==> src/hdl/sct_regs.vh <==
// Purpose: constants for the controller/target serial port
// Assumes: 8-bit byte shifting, one system clock
// Notes: control bits arrive as plain ports, no register bus
`ifndef SCT_REGS_VH
`define SCT_REGS_VH
`define SCT_BITS 4'h8
`define SCT_CNT_W 4
`define SCT_DIV_W 7
`define SCT_CTRL_RESET 1'b0
`define SCT_DATA_RESET 8'h00
`define SCT_RATE0_HALF 7'h02
`define SCT_RATE1_HALF 7'h08
`define SCT_RATE2_HALF 7'h20
`define SCT_RATE3_HALF 7'h40
`define SCT_RATE0_HALF_2X 7'h01
`define SCT_RATE1_HALF_2X 7'h04
`define SCT_RATE2_HALF_2X 7'h10
`define SCT_RATE3_HALF_2X 7'h20
`endif

==> src/hdl/sct_edge_det.v <==
// Purpose: edge detector for target-side serial clock and select
// Assumes: inputs already synchronous to the system clock
// Notes: one register stage, pulses last one clock
`timescale 1ns/1ns
`default_nettype none
module sct_edge_det
(
  // Clock and reset
  input wire clk_sys_in,
  input wire reset_n_in,
  // Sampled level
  input wire level_in,
  // Edges
  output wire rise_out,
  output wire fall_out,
  output reg level_q_out
);
  // Previous level; reset high suits an idle-high select and a clock that idles high (polarity 1)
  always @(posedge clk_sys_in or negedge reset_n_in)
  begin
    if (!reset_n_in)
      level_q_out <= 1'b1;
    else
      level_q_out <= level_in;
  end

  assign rise_out = level_in & ~level_q_out;
  assign fall_out = ~level_in & level_q_out;
endmodule
`default_nettype wire

==> src/hdl/sct_port.v <==
// Purpose: byte-wide full-duplex serial port acting as controller or target
// Assumes: pins sampled synchronously to clk_sys_in at 125 MHz
// Notes: control bits are plain ports; data register accessed by strobes
`timescale 1ns/1ns
`default_nettype none
`include "sct_regs.vh"
module sct_port
(
  // Clock and reset
  input wire clk_sys_in,
  input wire reset_n_in,
  // Control bits
  input wire serial_power_gate_bit_in,
  input wire port_enable_in,
  input wire transfer_irq_enable_in,
  input wire lsb_first_in,
  input wire controller_select_set_in,
  input wire controller_select_clr_in,
  input wire clock_polarity_in,
  input wire clock_phase_in,
  input wire rate_select_high_in,
  input wire rate_select_low_in,
  input wire double_rate_bit_in,
  input wire global_irq_enable_in,
  // User pin directions, one means output; select output level
  input wire mosi_dir_out_in,
  input wire sck_dir_out_in,
  input wire ss_dir_out_in,
  input wire miso_dir_out_in,
  input wire ss_gpio_level_in,
  // Data and status access
  input wire data_wr_in,
  input wire [7:0] data_wr_byte_in,
  input wire data_rd_in,
  input wire status_rd_in,
  input wire irq_taken_in,
  output reg [7:0] port_data_reg_out,
  output wire transfer_complete_flag_out,
  output wire write_collision_flag_out,
  output wire controller_select_bit_out,
  output wire busy_out,
  output wire irq_out,
  // Serial pins
  input wire sck_in,
  output wire sck_out,
  output wire sck_oe_out,
  input wire mosi_in,
  output wire mosi_out,
  output wire mosi_oe_out,
  input wire miso_in,
  output wire miso_out,
  output wire miso_oe_out,
  input wire ss_n_in,
  output wire ss_n_out,
  output wire ss_n_oe_out
);
  localparam ST_IDLE = 1'b0;
  localparam ST_SHIFT = 1'b1;

  reg state_q;
  reg ctrl_q;
  reg transfer_complete_flag_q;
  reg write_collision_flag_q;
  reg stat_seen_q;
  reg sck_q;
  reg [7:0] shift_q;
  reg [`SCT_CNT_W-1:0] bits_q;
  reg sampled_q;
  reg out_bit_q;
  wire enabled;
  wire edge_en;
  wire ss_fall;
  wire ss_rise;
  wire ss_q;
  wire sck_rise;
  wire sck_fall;
  wire sck_q_unused;
  wire in_bit;
  wire tgt_lead;
  wire tgt_trail;
  wire ctl_lead;
  wire ctl_trail;
  wire last_ctl;
  wire fallback;
  wire byte_done;
  wire clear_flags;
  wire [7:0] shifted;

  assign enabled = port_enable_in & ~serial_power_gate_bit_in;

  sct_rate_div u_div
  (
    .clk_sys_in(clk_sys_in),
    .reset_n_in(reset_n_in),
    .run_in(enabled & ctrl_q & (state_q == ST_SHIFT)),
    .rate_sel_in({rate_select_high_in, rate_select_low_in}),
    .double_rate_bit_in(double_rate_bit_in),
    .edge_en_out(edge_en)
  );

  // Target select edges
  sct_edge_det u_ss
  (
    .clk_sys_in(clk_sys_in),
    .reset_n_in(reset_n_in),
    .level_in(ss_n_in),
    .rise_out(ss_rise),
    .fall_out(ss_fall),
    .level_q_out(ss_q)
  );

  // external clock edges, sampled at system rate
  sct_edge_det u_sck
  (
    .clk_sys_in(clk_sys_in),
    .reset_n_in(reset_n_in),
    .level_in(sck_in),
    .rise_out(sck_rise),
    .fall_out(sck_fall),
    .level_q_out(sck_q_unused)
  );

  // leading edge leaves idle level, trailing edge returns
  assign tgt_lead = clock_polarity_in ? sck_fall : sck_rise;
  assign tgt_trail = clock_polarity_in ? sck_rise : sck_fall;
  assign ctl_lead = edge_en & (sck_q == clock_polarity_in);
  assign ctl_trail = edge_en & (sck_q != clock_polarity_in);

  // controller samples MISO, target samples MOSI
  assign in_bit = ctrl_q ? miso_in : mosi_in;
  assign last_ctl = ctl_trail & (bits_q == `SCT_BITS - 4'h1);

  assign fallback = enabled & ctrl_q & ~ss_dir_out_in & ~ss_n_in;

  // target completes the cycle after its eighth sample while selected
  assign byte_done = enabled & ((ctrl_q & last_ctl) |
    (~ctrl_q & ~ss_n_in & (state_q == ST_SHIFT) & (bits_q == `SCT_BITS) & ~ss_rise));

  // status read seen with a flag set, then data access
  assign clear_flags = irq_taken_in | (stat_seen_q & (data_rd_in | data_wr_in));

  // Next shift contents after taking one bit in
  assign shifted = lsb_first_in ? {sampled_q, shift_q[7:1]} : {shift_q[6:0], sampled_q};

  // Controller select bit and flags
  always @(posedge clk_sys_in or negedge reset_n_in)
  begin
    if (!reset_n_in)
    begin
      ctrl_q <= `SCT_CTRL_RESET;
      transfer_complete_flag_q <= 1'b0;
      write_collision_flag_q <= 1'b0;
      stat_seen_q <= 1'b0;
    end
    else
    begin
      // hardware clear wins over a software set
      if (fallback)
        ctrl_q <= 1'b0;
      else if (controller_select_set_in)
        ctrl_q <= 1'b1;
      else if (controller_select_clr_in)
        ctrl_q <= 1'b0;
      if (byte_done | fallback)
        transfer_complete_flag_q <= 1'b1;
      else if (clear_flags)
        transfer_complete_flag_q <= 1'b0;
      if (data_wr_in & enabled & (state_q == ST_SHIFT))
        write_collision_flag_q <= 1'b1;
      else if (clear_flags)
        write_collision_flag_q <= 1'b0;
      if (status_rd_in & (transfer_complete_flag_q | write_collision_flag_q))
        stat_seen_q <= 1'b1;
      else if (data_rd_in | data_wr_in | irq_taken_in)
        stat_seen_q <= 1'b0;
    end
  end

  // Shift engine for both modes
  always @(posedge clk_sys_in or negedge reset_n_in)
  begin
    if (!reset_n_in)
    begin
      state_q <= ST_IDLE;
      sck_q <= 1'b0;
      shift_q <= `SCT_DATA_RESET;
      bits_q <= {`SCT_CNT_W{1'b0}};
      sampled_q <= 1'b0;
      out_bit_q <= 1'b0;
      port_data_reg_out <= `SCT_DATA_RESET;
    end
    else if (!enabled || fallback)
    begin
      // Abort any transfer; idle clock level follows polarity
      state_q <= ST_IDLE;
      sck_q <= clock_polarity_in;
      bits_q <= {`SCT_CNT_W{1'b0}};
      if (data_wr_in)
        shift_q <= data_wr_byte_in;
    end
    else if (ctrl_q)
    begin
      if (state_q == ST_IDLE)
      begin
        sck_q <= clock_polarity_in;
        // each new write starts another byte
        if (data_wr_in)
        begin
          shift_q <= data_wr_byte_in;
          state_q <= ST_SHIFT;
          bits_q <= {`SCT_CNT_W{1'b0}};
        end
      end
      else
      begin
        // writes here only raise the collision flag
        if (edge_en)
          sck_q <= ~sck_q;
        // Sample edge holds the bit; the setup edge shifts it in
        if (clock_phase_in ? ctl_trail : ctl_lead)
          sampled_q <= in_bit;
        // Phase 1 skips the first leading edge so the first bit is not lost
        if (clock_phase_in ? (ctl_lead & (bits_q != {`SCT_CNT_W{1'b0}})) : ctl_trail)
          shift_q <= shifted;
        if (ctl_trail)
          bits_q <= bits_q + 4'h1;
        if (last_ctl)
        begin
          state_q <= ST_IDLE;
          sck_q <= clock_polarity_in;
          port_data_reg_out <= clock_phase_in ?
            (lsb_first_in ? {in_bit, shift_q[7:1]} : {shift_q[6:0], in_bit}) : shifted;
        end
      end
    end
    else
    begin
      // select high keeps target idle and drops partial bytes
      if (ss_n_in)
      begin
        state_q <= ST_IDLE;
        bits_q <= {`SCT_CNT_W{1'b0}};
        // load allowed only when no shift is in progress
        if (data_wr_in)
          shift_q <= data_wr_byte_in;
      end
      else
      begin
        state_q <= ST_SHIFT;
        if (data_wr_in & (bits_q == {`SCT_CNT_W{1'b0}}))
          shift_q <= data_wr_byte_in;
        // sample, count and shift on one edge; the other edge redrives the current output bit
        if (clock_phase_in ? tgt_trail : tgt_lead)
        begin
          bits_q <= bits_q + 4'h1;
          shift_q <= lsb_first_in ? {in_bit, shift_q[7:1]} : {shift_q[6:0], in_bit};
          out_bit_q <= lsb_first_in ? shift_q[1] : shift_q[6];
        end
        if (clock_phase_in ? tgt_lead : tgt_trail)
          out_bit_q <= lsb_first_in ? shift_q[0] : shift_q[7];
        if (byte_done)
        begin
          port_data_reg_out <= shift_q;
          bits_q <= {`SCT_CNT_W{1'b0}};
        end
        if (ss_fall)
          out_bit_q <= lsb_first_in ? shift_q[0] : shift_q[7];
      end
    end
  end

  // Status outputs
  assign transfer_complete_flag_out = transfer_complete_flag_q;
  assign write_collision_flag_out = write_collision_flag_q;
  assign controller_select_bit_out = ctrl_q;
  assign busy_out = (state_q == ST_SHIFT);

  // interrupt request gated by enable and global bit
  assign irq_out = transfer_complete_flag_q & transfer_irq_enable_in & global_irq_enable_in;

  assign sck_out = sck_q;
  assign sck_oe_out = enabled & ctrl_q & sck_dir_out_in;
  assign mosi_out = lsb_first_in ? shift_q[0] : shift_q[7];
  assign mosi_oe_out = enabled & ctrl_q & mosi_dir_out_in;
  assign miso_out = out_bit_q;
  assign miso_oe_out = enabled & ~ctrl_q & ~ss_n_in & miso_dir_out_in;
  // select is only a plain output driven by software
  assign ss_n_out = ss_gpio_level_in;
  assign ss_n_oe_out = enabled & ctrl_q & ss_dir_out_in;
endmodule
`default_nettype wire

==> src/hdl/sct_rate_div.v <==
// Purpose: half-period enable pulse generator for the controller serial clock
// Assumes: one system clock, rate code selects the divisor
// Notes: pulse marks every SCK edge, so the divisor here is half the SCK divisor
`timescale 1ns/1ns
`default_nettype none
`include "sct_regs.vh"
module sct_rate_div
(
  // Clock and reset
  input wire clk_sys_in,
  input wire reset_n_in,
  // Control
  input wire run_in,
  input wire [1:0] rate_sel_in,
  input wire double_rate_bit_in,
  // Edge enable
  output reg edge_en_out
);
  reg [`SCT_DIV_W-1:0] cnt_q;
  reg [`SCT_DIV_W-1:0] half_d;

  // Half period of SCK in system clocks
  always @*
  begin
    case ({double_rate_bit_in, rate_sel_in})
      3'h0: half_d = `SCT_RATE0_HALF;
      3'h1: half_d = `SCT_RATE1_HALF;
      3'h2: half_d = `SCT_RATE2_HALF;
      3'h3: half_d = `SCT_RATE3_HALF;
      3'h4: half_d = `SCT_RATE0_HALF_2X;
      3'h5: half_d = `SCT_RATE1_HALF_2X;
      3'h6: half_d = `SCT_RATE2_HALF_2X;
      default: half_d = `SCT_RATE3_HALF_2X;
    endcase
  end

  // Counter restarts whenever idle so the first edge is a full half period away
  always @(posedge clk_sys_in or negedge reset_n_in)
  begin
    if (!reset_n_in)
    begin
      cnt_q <= {`SCT_DIV_W{1'b0}};
      edge_en_out <= 1'b0;
    end
    else if (!run_in)
    begin
      cnt_q <= {`SCT_DIV_W{1'b0}};
      edge_en_out <= 1'b0;
    end
    else if (cnt_q == half_d - 7'h01)
    begin
      cnt_q <= {`SCT_DIV_W{1'b0}};
      edge_en_out <= 1'b1;
    end
    else
    begin
      cnt_q <= cnt_q + 7'h01;
      edge_en_out <= 1'b0;
    end
  end
endmodule
`default_nettype wire

==> config.mk <==
export PLATFORM = sky130hd
export DESIGN_NAME = sct_port
export DESIGN_NICKNAME = d
export VERILOG_FILES = /design/src/hdl/sct_edge_det.v /design/src/hdl/sct_port.v /design/src/hdl/sct_rate_div.v
export VERILOG_INCLUDE_DIRS = /design/src /design/src/hdl
export SDC_FILE = /design/constraint.sdc
export NUM_CORES = 1
export LEC_CHECK = 0
export ABC_AREA = 1
export BUFFER_PORTS_ARGS = -buffer_cell sky130_fd_sc_hd__clkbuf_2
export CAP_MARGIN = 20
export CORE_ASPECT_RATIO = 0.6
export CORE_MARGIN = 2
export CORE_UTILIZATION = 45
export DETAILED_ROUTE_END_ITERATION = 8
export PLACE_DENSITY_LB_ADDON = 0.3
export SLEW_MARGIN = 20
export SYNTH_ARGS = -nofsm -noshare
export SYNTH_HDL_FRONTEND = slang
export SYNTH_SLANG_ARGS = --single-unit
==> constraint.sdc <==
create_clock -name clk_sys_in -period 1.85 [get_ports clk_sys_in]
set_input_delay 0.0925 -clock clk_sys_in [delete_from_list [all_inputs] [get_ports clk_sys_in]]
set_output_delay 0.0925 -clock clk_sys_in [all_outputs]
set_load 0.1 [all_outputs]
==> impl_metrics.csv, run 1 <==
group,metric,value,unit
run_status,status,"finished, final reports clean",
power_and_ir_drop,seqPwrFrac,35.8,%
global_route,grtUsageTotal,25.45,%
finish,area_growth,23.76,%
finish,nets,567,
yosys,yosysSeqAreaShare,32.33,%
timing,fin_crit_sh,92.26,%
global_route,grt_pass1_wl,14120,um
yosys,synth_seq_cells,38,
power_and_ir_drop,p_clk_share,22.3,%
worst_setup_path,critical_path_class,"reg2reg",
worst_setup_path,cpLargestDelayFamily,"simple AND/OR/NAND/NOR gates",
worst_setup_path,path_buf_inv,3,
floorplanning,die_x,108.5,um
worst_setup_path,critPathMaxStageDelay,420,ps
hold_path,hold_path.class,"in2reg",
yosys,synth_area,2949,um^2
clock_network,clock-sinks,38,
yosys,synthFlopType,"dfrtp_1",
timing,fin_worst_skew,7.053,ps
power_and_ir_drop,p_int,1497,uW
routing,ant_nets,0,
flow_run,max_cap_violations,0,
finish,fillers,584,
clock_network,path_clk_slew,80,ps
global_route,grt_max_degree,31,
routing,drt_iter0_drc,395,
worst_setup_path,setup.worst_path.start_class,"flip-flop",
floorplanning,dieHeight,66.71,um
power_and_ir_drop,p_leak,0.001920,uW
power_and_ir_drop,switching_share,46.18,%
timing,worst_pin_slew,785.8,ps
timing,clock.fmax,0.5859,GHz
power_and_ir_drop,p_switching,1285,uW
routing,drc,0,
global_route,grt_pass1_vias,2949,
worst_setup_path,crit_slowest_cell,"dfrtp_1",
timing,fin_hold_ws,9.478,ps
clock_network,h-tree-depth,2,
power_and_ir_drop,powerDensity,762.1,nW/um^2
yosys,async_flop_share,100.0,%
placement,port_buffers,53,
worst_setup_path,arrival,1900,ps
finish,final_common_cell,"nand2_1",
global_route,grt_antenna_before_repair,0,
power_and_ir_drop,ir_worst_vdd,0.5541,mV
placement,globalplace.congestion,0.9612,
worst_setup_path,worstPathCellList,"inv_1 > ha_1 > inv_1 > nor2_1 > nand2_1 > o21ai_2 > nor2_4 > nor2_8 > clkinv_4 > nand2_1 > nand2_1",
routing,vias_per_cell,5.372,
worst_setup_path,crit_top_cell,"nand2_1",
routing,wl,8667,um
timing,relSlewSlack,47.61,%
timing,setup_viol,0,
yosys,syn_inst,457,
finish,finalInstanceArea,3650,um^2
floorplanning,rows,22,
yosys,synth_warnings,0,
placement,place_area,3466,um^2
floorplanning,initial_core_util,47.41,%
clock_network,clock_latency,300,ps
clock_network,cts_tree,"done",
timing,min_period,1707,ps
yosys,yosysTopAreaCell,"dfrtp_1",
yosys,synth.avg_cell_area,6.453,um^2
timing,hold_viol,0,
global_route,gr-total-overflow,0,
yosys,synth_area_leaders,"dfrtp_1 (31%), nand2_1 (19%), nand3_1 (8.5%), o21ai_0 (7.3%), inv_1 (6.2%)",
floorplanning,pin_count,56,
timing,rsz0062_at_grt,"no",
clock_network,cts_buffer_depth,2,
clock_network,cts-root-buf,"clkbuf_8",
floorplanning,floorplan.die_area,7238,um^2
routing,routedWlPerCell,14.14,um
yosys,synth-edff-count,0,
yosys,synth_top_area_share,30.55,%
worst_setup_path,required,2040,ps
yosys,synth_fp_nets,496,
placement,hpwl,6630,um
yosys,synth_cell_type_count,38,
floorplanning,core-area,6221,um^2
finish,mostFrequentLayoutCells,"nand2_1 (149), inv_1 (49), nand3_1 (49), clkbuf_2 (49), o21ai_0 (41)",
timing,final-max-slew-violation-count,0,
worst_setup_path,rrSetupSlack,140,ps
routing,dr_total_vias,3293,
finish,layout-drive-gt1-share,23.06,%
worst_setup_path,cp-end-kind,"flip-flop",
routing,first_pass_iters,5,
finish,n_antenna_cell,0,
clock_network,cts_buffers,5,
power_and_ir_drop,combPwrFrac,41.8,%
worst_setup_path,cp_max_fo,8,
## cell usage after synthesis (all sizes together), types with 3 or more instances
library cell  count
nand4             6
buf               8
xor2              8
dfrtp            36
or2               8
nand2           155
nand3b            3
nor2             51
inv              54
nand3            50
ha                4
a21oi             5
xnor2             4
clkbuf            4
o21ai            48
## kinds of logic after synthesis
| group | Yosys count | synth area share [%] |
|---|---|---|
| compound gates | 60 | 11.03 |
| xor+xnor | 12 | 3.564 |
| fa+ha+maj | 4 | 1.697 |
| buf+inv | 68 | 9.758 |
| flops | 38 | 32.33 |
| simple gates | 275 | 41.62 |
## power by group through the flow
stage	Sequential, uW	Clock (uW)	Combinational, uW
after floorplan	1400	0	467
after global placement	1010	0	1120
after global routing	1010	673	1250
final	996	621	1160
after CTS	994	630	1150
after detailed placement	1010	0	1130
## final cells by class
| cell class | instances | area [um^2] | area share, % |
|---|---|---|---|
| clock inverter | 2 | 12.51 | 0.3428 |
| timing repair buffer | 75 | 503.0 | 13.78 |
| multi-input combinational | 352 | 1770 | 48.51 |
| clock buffer | 6 | 82.58 | 2.263 |
| tap | 84 | 105.1 | 2.880 |
| inverter | 56 | 219.0 | 5.999 |
| sequential | 38 | 957.2 | 26.23 |
## timing repair
action	in CTS	in global routing
resized for setup	0	6
endpoints found under the setup margin	0	13
hold buffers	5	0
setup buffers	0	1
endpoints found under the hold margin	29	0
## metrics by stage
stage          setup TNS [ps]  setup WS, ps  utilization, %  instances  total power (uW)
6_report                    0         143.1           58.67        613              2782
2_1_floorplan               0         96.38               -        457              1863
3_3_place_gp                0         143.2           55.71        598              2123
4_1_cts                     0         45.80           58.05        611              2770
5_1_grt                     0         4.952           58.67        613              2930
3_5_place_dp           -21.67        -9.593           55.71        598              2142
## worst reg2reg max path: cells and delay by family (launching register included)
| kind | cells | cell delay, ps |
|---|---|---|
| flops | 1 | 420 |
| compound gates | 1 | 170 |
| simple gates | 6 | 670 |
| fa+ha+maj | 1 | 130 |
| buf+inv | 3 | 220 |
## path summary, 6_finish.rpt
kind                                        endpoint                startpoint  cells after the start
hold reg to reg                 port_data_reg_out[1]      port_data_reg_out[1]                      2
min in group asynchronous                stat_seen_q                reset_n_in                      2
max in group asynchronous                   miso_out                reset_n_in                      3
setup / recovery                          shift_q[1]                 bits_q[1]                     11
hold / removal             controller_select_bit_out  controller_select_set_in                      2
setup reg to reg                          shift_q[1]                 bits_q[1]                     11
## state kept, by name (all words and copies together) (netlist names)
name	count
bits_q	4
busy_out	1
controller_select_bit_out	1
miso_out	1
port_data_reg_out	8
sampled_q	1
sck_out	1
shift_q	8
stat_seen_q	1
transfer_complete_flag_out	1
u_div.cnt_q	7
u_div.edge_en_out	1
u_sck.level_q_out	1
u_ss.level_q_out	1
write_collision_flag_out	1
## per-layer routing
metal	vias up	global-route usage [%]	wire length, um
met4	0	7.051	111
met2	189	37.19	3465
met3	20	5.675	1063
met5	-	0	0
li1	1603	-	-
met1	1481	37.40	4026
Note: power is estimated with default switching activity, not from simulation.
==> run 2, diff against run 1 <==
--- a/config.mk
+++ b/config.mk
@@ -10,8 +10,8 @@
 export BUFFER_PORTS_ARGS = -buffer_cell sky130_fd_sc_hd__clkbuf_2
 export CAP_MARGIN = 20
 export CORE_ASPECT_RATIO = 0.6
-export CORE_MARGIN = 2
 export CORE_UTILIZATION = 45
+export CTS_BUF_LIST = sky130_fd_sc_hd__clkbuf_8 sky130_fd_sc_hd__clkbuf_16
 export DETAILED_ROUTE_END_ITERATION = 8
 export PLACE_DENSITY_LB_ADDON = 0.3
 export SLEW_MARGIN = 20
==> constraint.sdc (replaced) <==
create_clock -name clk_sys_in -period 1.4 [get_ports clk_sys_in]
set_input_delay 0.07 -clock clk_sys_in [delete_from_list [all_inputs] [get_ports clk_sys_in]]
set_output_delay 0.07 -clock clk_sys_in [all_outputs]
set_load 0.1 [all_outputs]
==> run 2 against run 1 <==
  * The flow now finishes with violations (negative setup slack)
  * Combinational power is 64% higher
  * Cell count is 9.5% higher
  * Global-route usage is 4.9 points higher
  * Worst hold slack better by 59 ps
  * Die area is 4.8% lower
  * Critical path depth is 2 lower
  * Clock-buffer cell count stayed put
==> impl_metrics.csv, run 2 (same netlist as run 1, synthesis figures left out) <==
group,metric,value,unit
global_route,grtUsageTotal,30.37,%
finish,final_common_cell,"nand2_1",
timing,clock.fmax,0.5922,GHz
clock_network,cts_buffers,5,
floorplanning,initial_core_util,47.41,%
flow_run,max_cap_violations,0,
floorplanning,dieHeight,64.71,um
routing,ant_nets,0,
timing,rsz0062_at_grt,"yes",
finish,mostFrequentLayoutCells,"nand2_1 (124), buf_4 (60), inv_1 (45), clkbuf_2 (45), nand3_1 (38)",
placement,port_buffers,53,
clock_network,cts_tree,"done",
clock_network,cts-root-buf,"clkbuf_8",
worst_setup_path,crit_slowest_cell,"dfrtp_4",
routing,drt_iter0_drc,345,
finish,layout-drive-gt1-share,40.72,%
worst_setup_path,cp-end-kind,"flip-flop",
placement,globalplace.congestion,0.9343,
timing,fin_ws,-288.8,ps
worst_setup_path,arrival,1930,ps
global_route,grt_antenna_before_repair,0,
worst_setup_path,required,1640,ps
worst_setup_path,critPathMaxStageDelay,530,ps
timing,worst_pin_slew,666.4,ps
finish,fillers,472,
worst_setup_path,path_buf_inv,2,
routing,drc,0,
finish,largestRegisters,"port_data_reg_out x8, shift_q x8, u_div.cnt_q x7",
clock_network,path_clk_slew,80,ps
worst_setup_path,cpLargestDelayFamily,"simple AND/OR/NAND/NOR gates",
timing,fin_crit_sh,120.6,%
worst_setup_path,cp_max_fo,8,
run_status,violations,"negative setup slack",
clock_network,clock-sinks,38,
clock_network,h-tree-depth,2,
timing,min_period,1689,ps
clock_network,cts_buffer_depth,2,
routing,routedWlPerCell,15.28,um
routing,wl_met1,4639,um
worst_setup_path,critical_path_class,"reg2reg",
timing,final-max-slew-violation-count,0,
routing,vias_per_cell,5.319,
power_and_ir_drop,ir_worst_vdd,0.7869,mV
power_and_ir_drop,p_leak,0.002339,uW
finish,area_growth,53.46,%
routing,dr_total_vias,3569,
worst_setup_path,setup.worst_path.start_class,"flip-flop",
worst_setup_path,worstPathCellList,"inv_4 > nand2_4 > nor2_1 > o21ai_4 > nor2_4 > nor2_8 > clkinv_4 > nand2_2 > nand2_1",
global_route,gr-total-overflow,0,
routing,wl_met2,4409,um
floorplanning,pin_count,56,
clock_network,clock_latency,300,ps
floorplanning,floorplan.die_area,6892,um^2
power_and_ir_drop,powerDensity,894.6,nW/um^2
timing,hold_viol,0,
global_route,grt_pass1_vias,3214,
placement,dp_slack,-294.4,ps
routing,top_layer,"met4",
floorplanning,die_x,106.5,um
routing,wl,10250,um
timing,fin_worst_skew,8.989,ps
run_status,status,"finished with violations",
timing,fin_hold_ws,68.34,ps
finish,n_antenna_cell,0,
global_route,grt_pass1_wl,15930,um
hold_path,hold_path.class,"in2reg",
routing,first_pass_iters,7,
timing,setup_viol,27,
placement,hpwl,7075,um
timing,relSlewSlack,55.10,%
global_route,grt_max_degree,39,
floorplanning,rows,22,
floorplanning,core-area,6221,um^2
finish,nets,625,
routing,wl_met3,1031,um
[run 2: cell count changes in the layout (fill, tap and decap cells not counted), sizes merged]
| cell | delta |
|---|---|
| clkinv | +1 |
| clkinvlp | -1 |
| dlygate4sd3 | +1 |
| buf | +60 |
| inv | +1 |
| clkbuf | -4 |
[run 2: final cells by class]
class                      instances  area, um^2  share of cell area [%]
multi-input combinational        352        2057                   45.45
timing repair buffer             132        1055                   23.31
sequential                        38       967.2                   21.37
inverter                          56       240.2                   5.308
tap                               84       105.1                   2.322
clock buffer                       6       82.58                   1.825
clock inverter                     2       12.51                  0.2765
timing repair inverter             1       6.256                  0.1382
[run 2: routing by layer]
layer	up-vias	track usage (%)
met3	16	5.936
met2	189	43.83
met1	1649	45.71
li1	1715	-
met4	0	8.219
met5	-	0
[run 2: timing repair]
item	4_1_cts	5_1_grt
buffers inserted	7	10
gates cloned	2	1
endpoints found under the setup margin	28	38
hold buffers	6	0
endpoints found under the hold margin	40	0
pin swaps	27	27
gates resized for setup	55	46
[run 2: metrics by stage]
step | instances | total power [uW] | util [%] | cell area (um^2) | setup TNS (ps)
after floorplan | 457 | 2475 | - | 3029 | -4570
after global placement | 639 | 2988 | 62.13 | 3865 | -4690
after detailed placement | 639 | 3015 | 62.13 | 3865 | -6327
after CTS | 661 | 3929 | 68.95 | 4289 | -3540
after global routing | 671 | 4244 | 72.75 | 4526 | -6625
final | 671 | 4049 | 72.75 | 4526 | -4792
[run 2: where the power goes]
part / switching (uW) / internal, uW / leakage [uW]
Combinational: 1320 / 580 / 0.00181
Clock: 438 / 397 / 0.0000472
Sequential: 97.9 / 1220 / 0.000479
Total: 1850 / 2200 / 0.00234
[run 2: path summary, 6_finish.rpt]
check,endpoint,startpoint,slack (ps),depth (start not counted)
max,shift_q[1],controller_select_bit_out,-290,9
min in group asynchronous,shift_q[3],reset_n_in,350,3
max reg2reg,shift_q[1],controller_select_bit_out,-290,9
min,controller_select_bit_out,controller_select_clr_in,70,3
min reg2reg,port_data_reg_out[0],port_data_reg_out[0],490,2
max in group asynchronous,controller_select_bit_out,reset_n_in,650,3
[run 2: worst register-to-register path, stage by stage, from the launching register on]
cell	delay, ps
dfrtp_4	530
inv_4	80
nand2_4	50
nor2_1	340
o21ai_4	120
nor2_4	210
nor2_8	90
clkinv_4	100
nand2_2	50
nand2_1	60
==> run 3, diff against run 2 <==
==> constraint.sdc (replaced) <==
create_clock -name clk_sys_in -period 1.4 [get_ports clk_sys_in]
set_input_delay 0.07 -clock clk_sys_in [delete_from_list [all_inputs] [get_ports clk_sys_in]]
set_output_delay 0.07 -clock clk_sys_in [all_outputs]
set_load 0.02 [all_outputs]
==> run 3 against run 2 <==
  * The run still ends with negative setup slack left
  * Routed wire length decreased by 3.3%
  * Power decreased by 16%
  * Sequential share of layout area increased by 0.87 points
  * Largest power group is now sequential cells
  * Critical path type unchanged
  * Worst hold slack improved by 3.2 ps
  * Clock-buffer cell count unchanged
  * Global-route usage decreased by 1.4 points
  * Fmax increased by 3.5%
==> impl_metrics.csv, run 3 (same netlist as run 1, synthesis figures left out) <==
group,metric,value,unit
worst_setup_path,cpLargestDelayFamily,"simple AND/OR/NAND/NOR gates",
worst_setup_path,cp-end-kind,"flip-flop",
routing,dr_total_vias,3557,
timing,fin_ws,-232.2,ps
floorplanning,core-area,6221,um^2
finish,mostFrequentLayoutCells,"nand2_1 (127), buf_4 (58), clkbuf_2 (49), inv_1 (45), nand3_1 (40)",
worst_setup_path,critPathMaxStageDelay,400,ps
clock_network,cts_buffers,5,
floorplanning,die_x,106.5,um
run_status,violations,"negative setup slack",
worst_setup_path,crit_top_cell,"nand2_2",
finish,layout-drive-gt1-share,37.63,%
hold_path,worstHoldEndpoint,"controller_select_bit_out",
floorplanning,floorplan.die_area,6892,um^2
worst_setup_path,worstPathCellList,"inv_1 > ha_2 > inv_2 > nor2_4 > nand2_2 > o21ai_4 > nor2_4 > nor2_8 > clkinv_4 > nand2_2 > nand2_2",
finish,fillers,509,
timing,min_period,1632,ps
power_and_ir_drop,powerDensity,794.9,nW/um^2
floorplanning,dieHeight,64.71,um
clock_network,cts_tree,"done",
finish,area_growth,45.91,%
placement,port_buffers,53,
flow_run,max_cap_violations,0,
timing,clock.fmax,0.6127,GHz
worst_setup_path,required,1600,ps
finish,largestRegisters,"port_data_reg_out x8, shift_q x8, u_div.cnt_q x7",
power_and_ir_drop,p_leak,0.002242,uW
routing,ant_nets,0,
hold_path,hold_start,"controller_select_clr_in",
worst_setup_path,arrival,1830,ps
clock_network,path_clk_slew,80,ps
worst_setup_path,cp_max_fo,8,
routing,drc,0,
floorplanning,pin_count,56,
power_and_ir_drop,ir_worst_vdd,0.5170,mV
worst_setup_path,reg2reg_to,"shift_q[7]",
timing,relSlewSlack,66.97,%
timing,worst_pin_slew,490.2,ps
global_route,grt_pass1_wl,15300,um
timing,hold_viol,0,
worst_setup_path,critical_path_class,"reg2reg",
global_route,grtUsageTotal,28.98,%
clock_network,clock-sinks,38,
floorplanning,rows,22,
finish,n_antenna_cell,0,
routing,vias_per_cell,5.341,
run_status,status,"finished with violations",
finish,final_common_cell,"nand2_1",
floorplanning,initial_core_util,47.41,%
worst_setup_path,rrSetupSlack,-230,ps
worst_setup_path,path_buf_inv,3,
timing,final-max-slew-violation-count,0,
clock_network,cts-root-buf,"clkbuf_8",
placement,globalplace.congestion,0.9966,
clock_network,clock_latency,300,ps
worst_setup_path,r2r_start,"bits_q[1]",
global_route,grt_antenna_before_repair,0,
finish,nets,620,
placement,dp_slack,-185.1,ps
hold_path,hold_path.class,"in2reg",
routing,wl,9908,um
timing,setup_viol,27,
routing,routedWlPerCell,14.88,um
global_route,gr-total-overflow,0,
routing,drt_iter0_drc,478,
placement,hpwl,6677,um
routing,first_pass_iters,7,
global_route,grt_pass1_vias,3109,
timing,fin_worst_skew,5.367,ps
clock_network,cts_buffer_depth,2,
global_route,grt_max_degree,28,
worst_setup_path,ff2ff_path_depth,11,
worst_setup_path,crit_slowest_cell,"dfrtp_1",
worst_setup_path,setup.worst_path.start_class,"flip-flop",
finish,final_core_util,69.17,%
hold_path,holdPathStages,3,
clock_network,h-tree-depth,2,
timing,fin_crit_sh,116.6,%
timing,rsz0062_at_grt,"yes",
run 3: worst max path at each step:
stage	startpoint	cells past startpoint	to
final	bits_q[1]	11	shift_q[7]
after global routing	bits_q[0]	11	shift_q[7]
after CTS	bits_q[0]	11	shift_q[7]
after detailed placement	rate_select_low_in	11	u_div.cnt_q[3]
after global placement	bits_q[0]	10	port_data_reg_out[0]
after floorplan	bits_q[0]	12	shift_q[1]
run 3: worst reg2reg max path, stage by stage, from the launching register on:
cell and delay (ps):
dfrtp_1 400, inv_1 70, ha_2 160, inv_2 40, nor2_4 110, nand2_2 90, o21ai_4 150, nor2_4 80
nor2_8 170, clkinv_4 120, nand2_2 90, nand2_2 40
run 3: area by class of cell:
class	instances	area (um^2)	share of cell area [%]
Clock buffer	6	82.58	1.919
Clock inverter	2	12.51	0.2908
Inverter	56	229.0	5.321
Multi-Input combinational cell	353	2006	46.61
Sequential cell	38	957.2	22.24
Tap cell	84	105.1	2.443
Timing Repair Buffer	127	910.9	21.17
run 3: timing repair:
| action | CTS | global route |
|---|---|---|
| resized for setup | 55 | 53 |
| setup buffers | 9 | 15 |
| endpoints found under the hold margin | 22 | 0 |
| endpoints found under the setup margin | 25 | 37 |
| pin swaps | 13 | 18 |
| cloned | 2 | 0 |
| hold buffers | 6 | 0 |
run 3: power breakdown:
| part | total (uW) | internal, uW | switching (uW) |
|---|---|---|---|
| logic | 1280 | 507 | 773 |
| registers | 1320 | 1220 | 104 |
| clock network | 820 | 396 | 423 |
| total | 3420 | 2120 | 1300 |
run 3: routing by layer:
metal	routed length, um	part of all wire [%]	track usage, %	up-vias
met4	139	1.4	7.705	0
met2	4131	42	39.53	214
met5	0	0	0	-
met1	4304	43	44.14	1602
li1	-	-	-	1720
met3	1333	13	7.746	21
run 3: stage by stage:
stage | power (uW) | area, um^2 | cells | hold slack, ps | setup TNS, ps
2_1_floorplan | 1944 | 2975 | 457 | -225.6 | -566.2
3_5_place_dp | 2398 | 3647 | 631 | -2.670 | -4291
5_1_grt | 3607 | 4303 | 666 | 74.73 | -5995
3_3_place_gp | 2371 | 3647 | 631 | -2.091 | -3665
6_report | 3420 | 4303 | 666 | 71.55 | -3919
4_1_cts | 3321 | 4078 | 656 | 70.68 | -2291
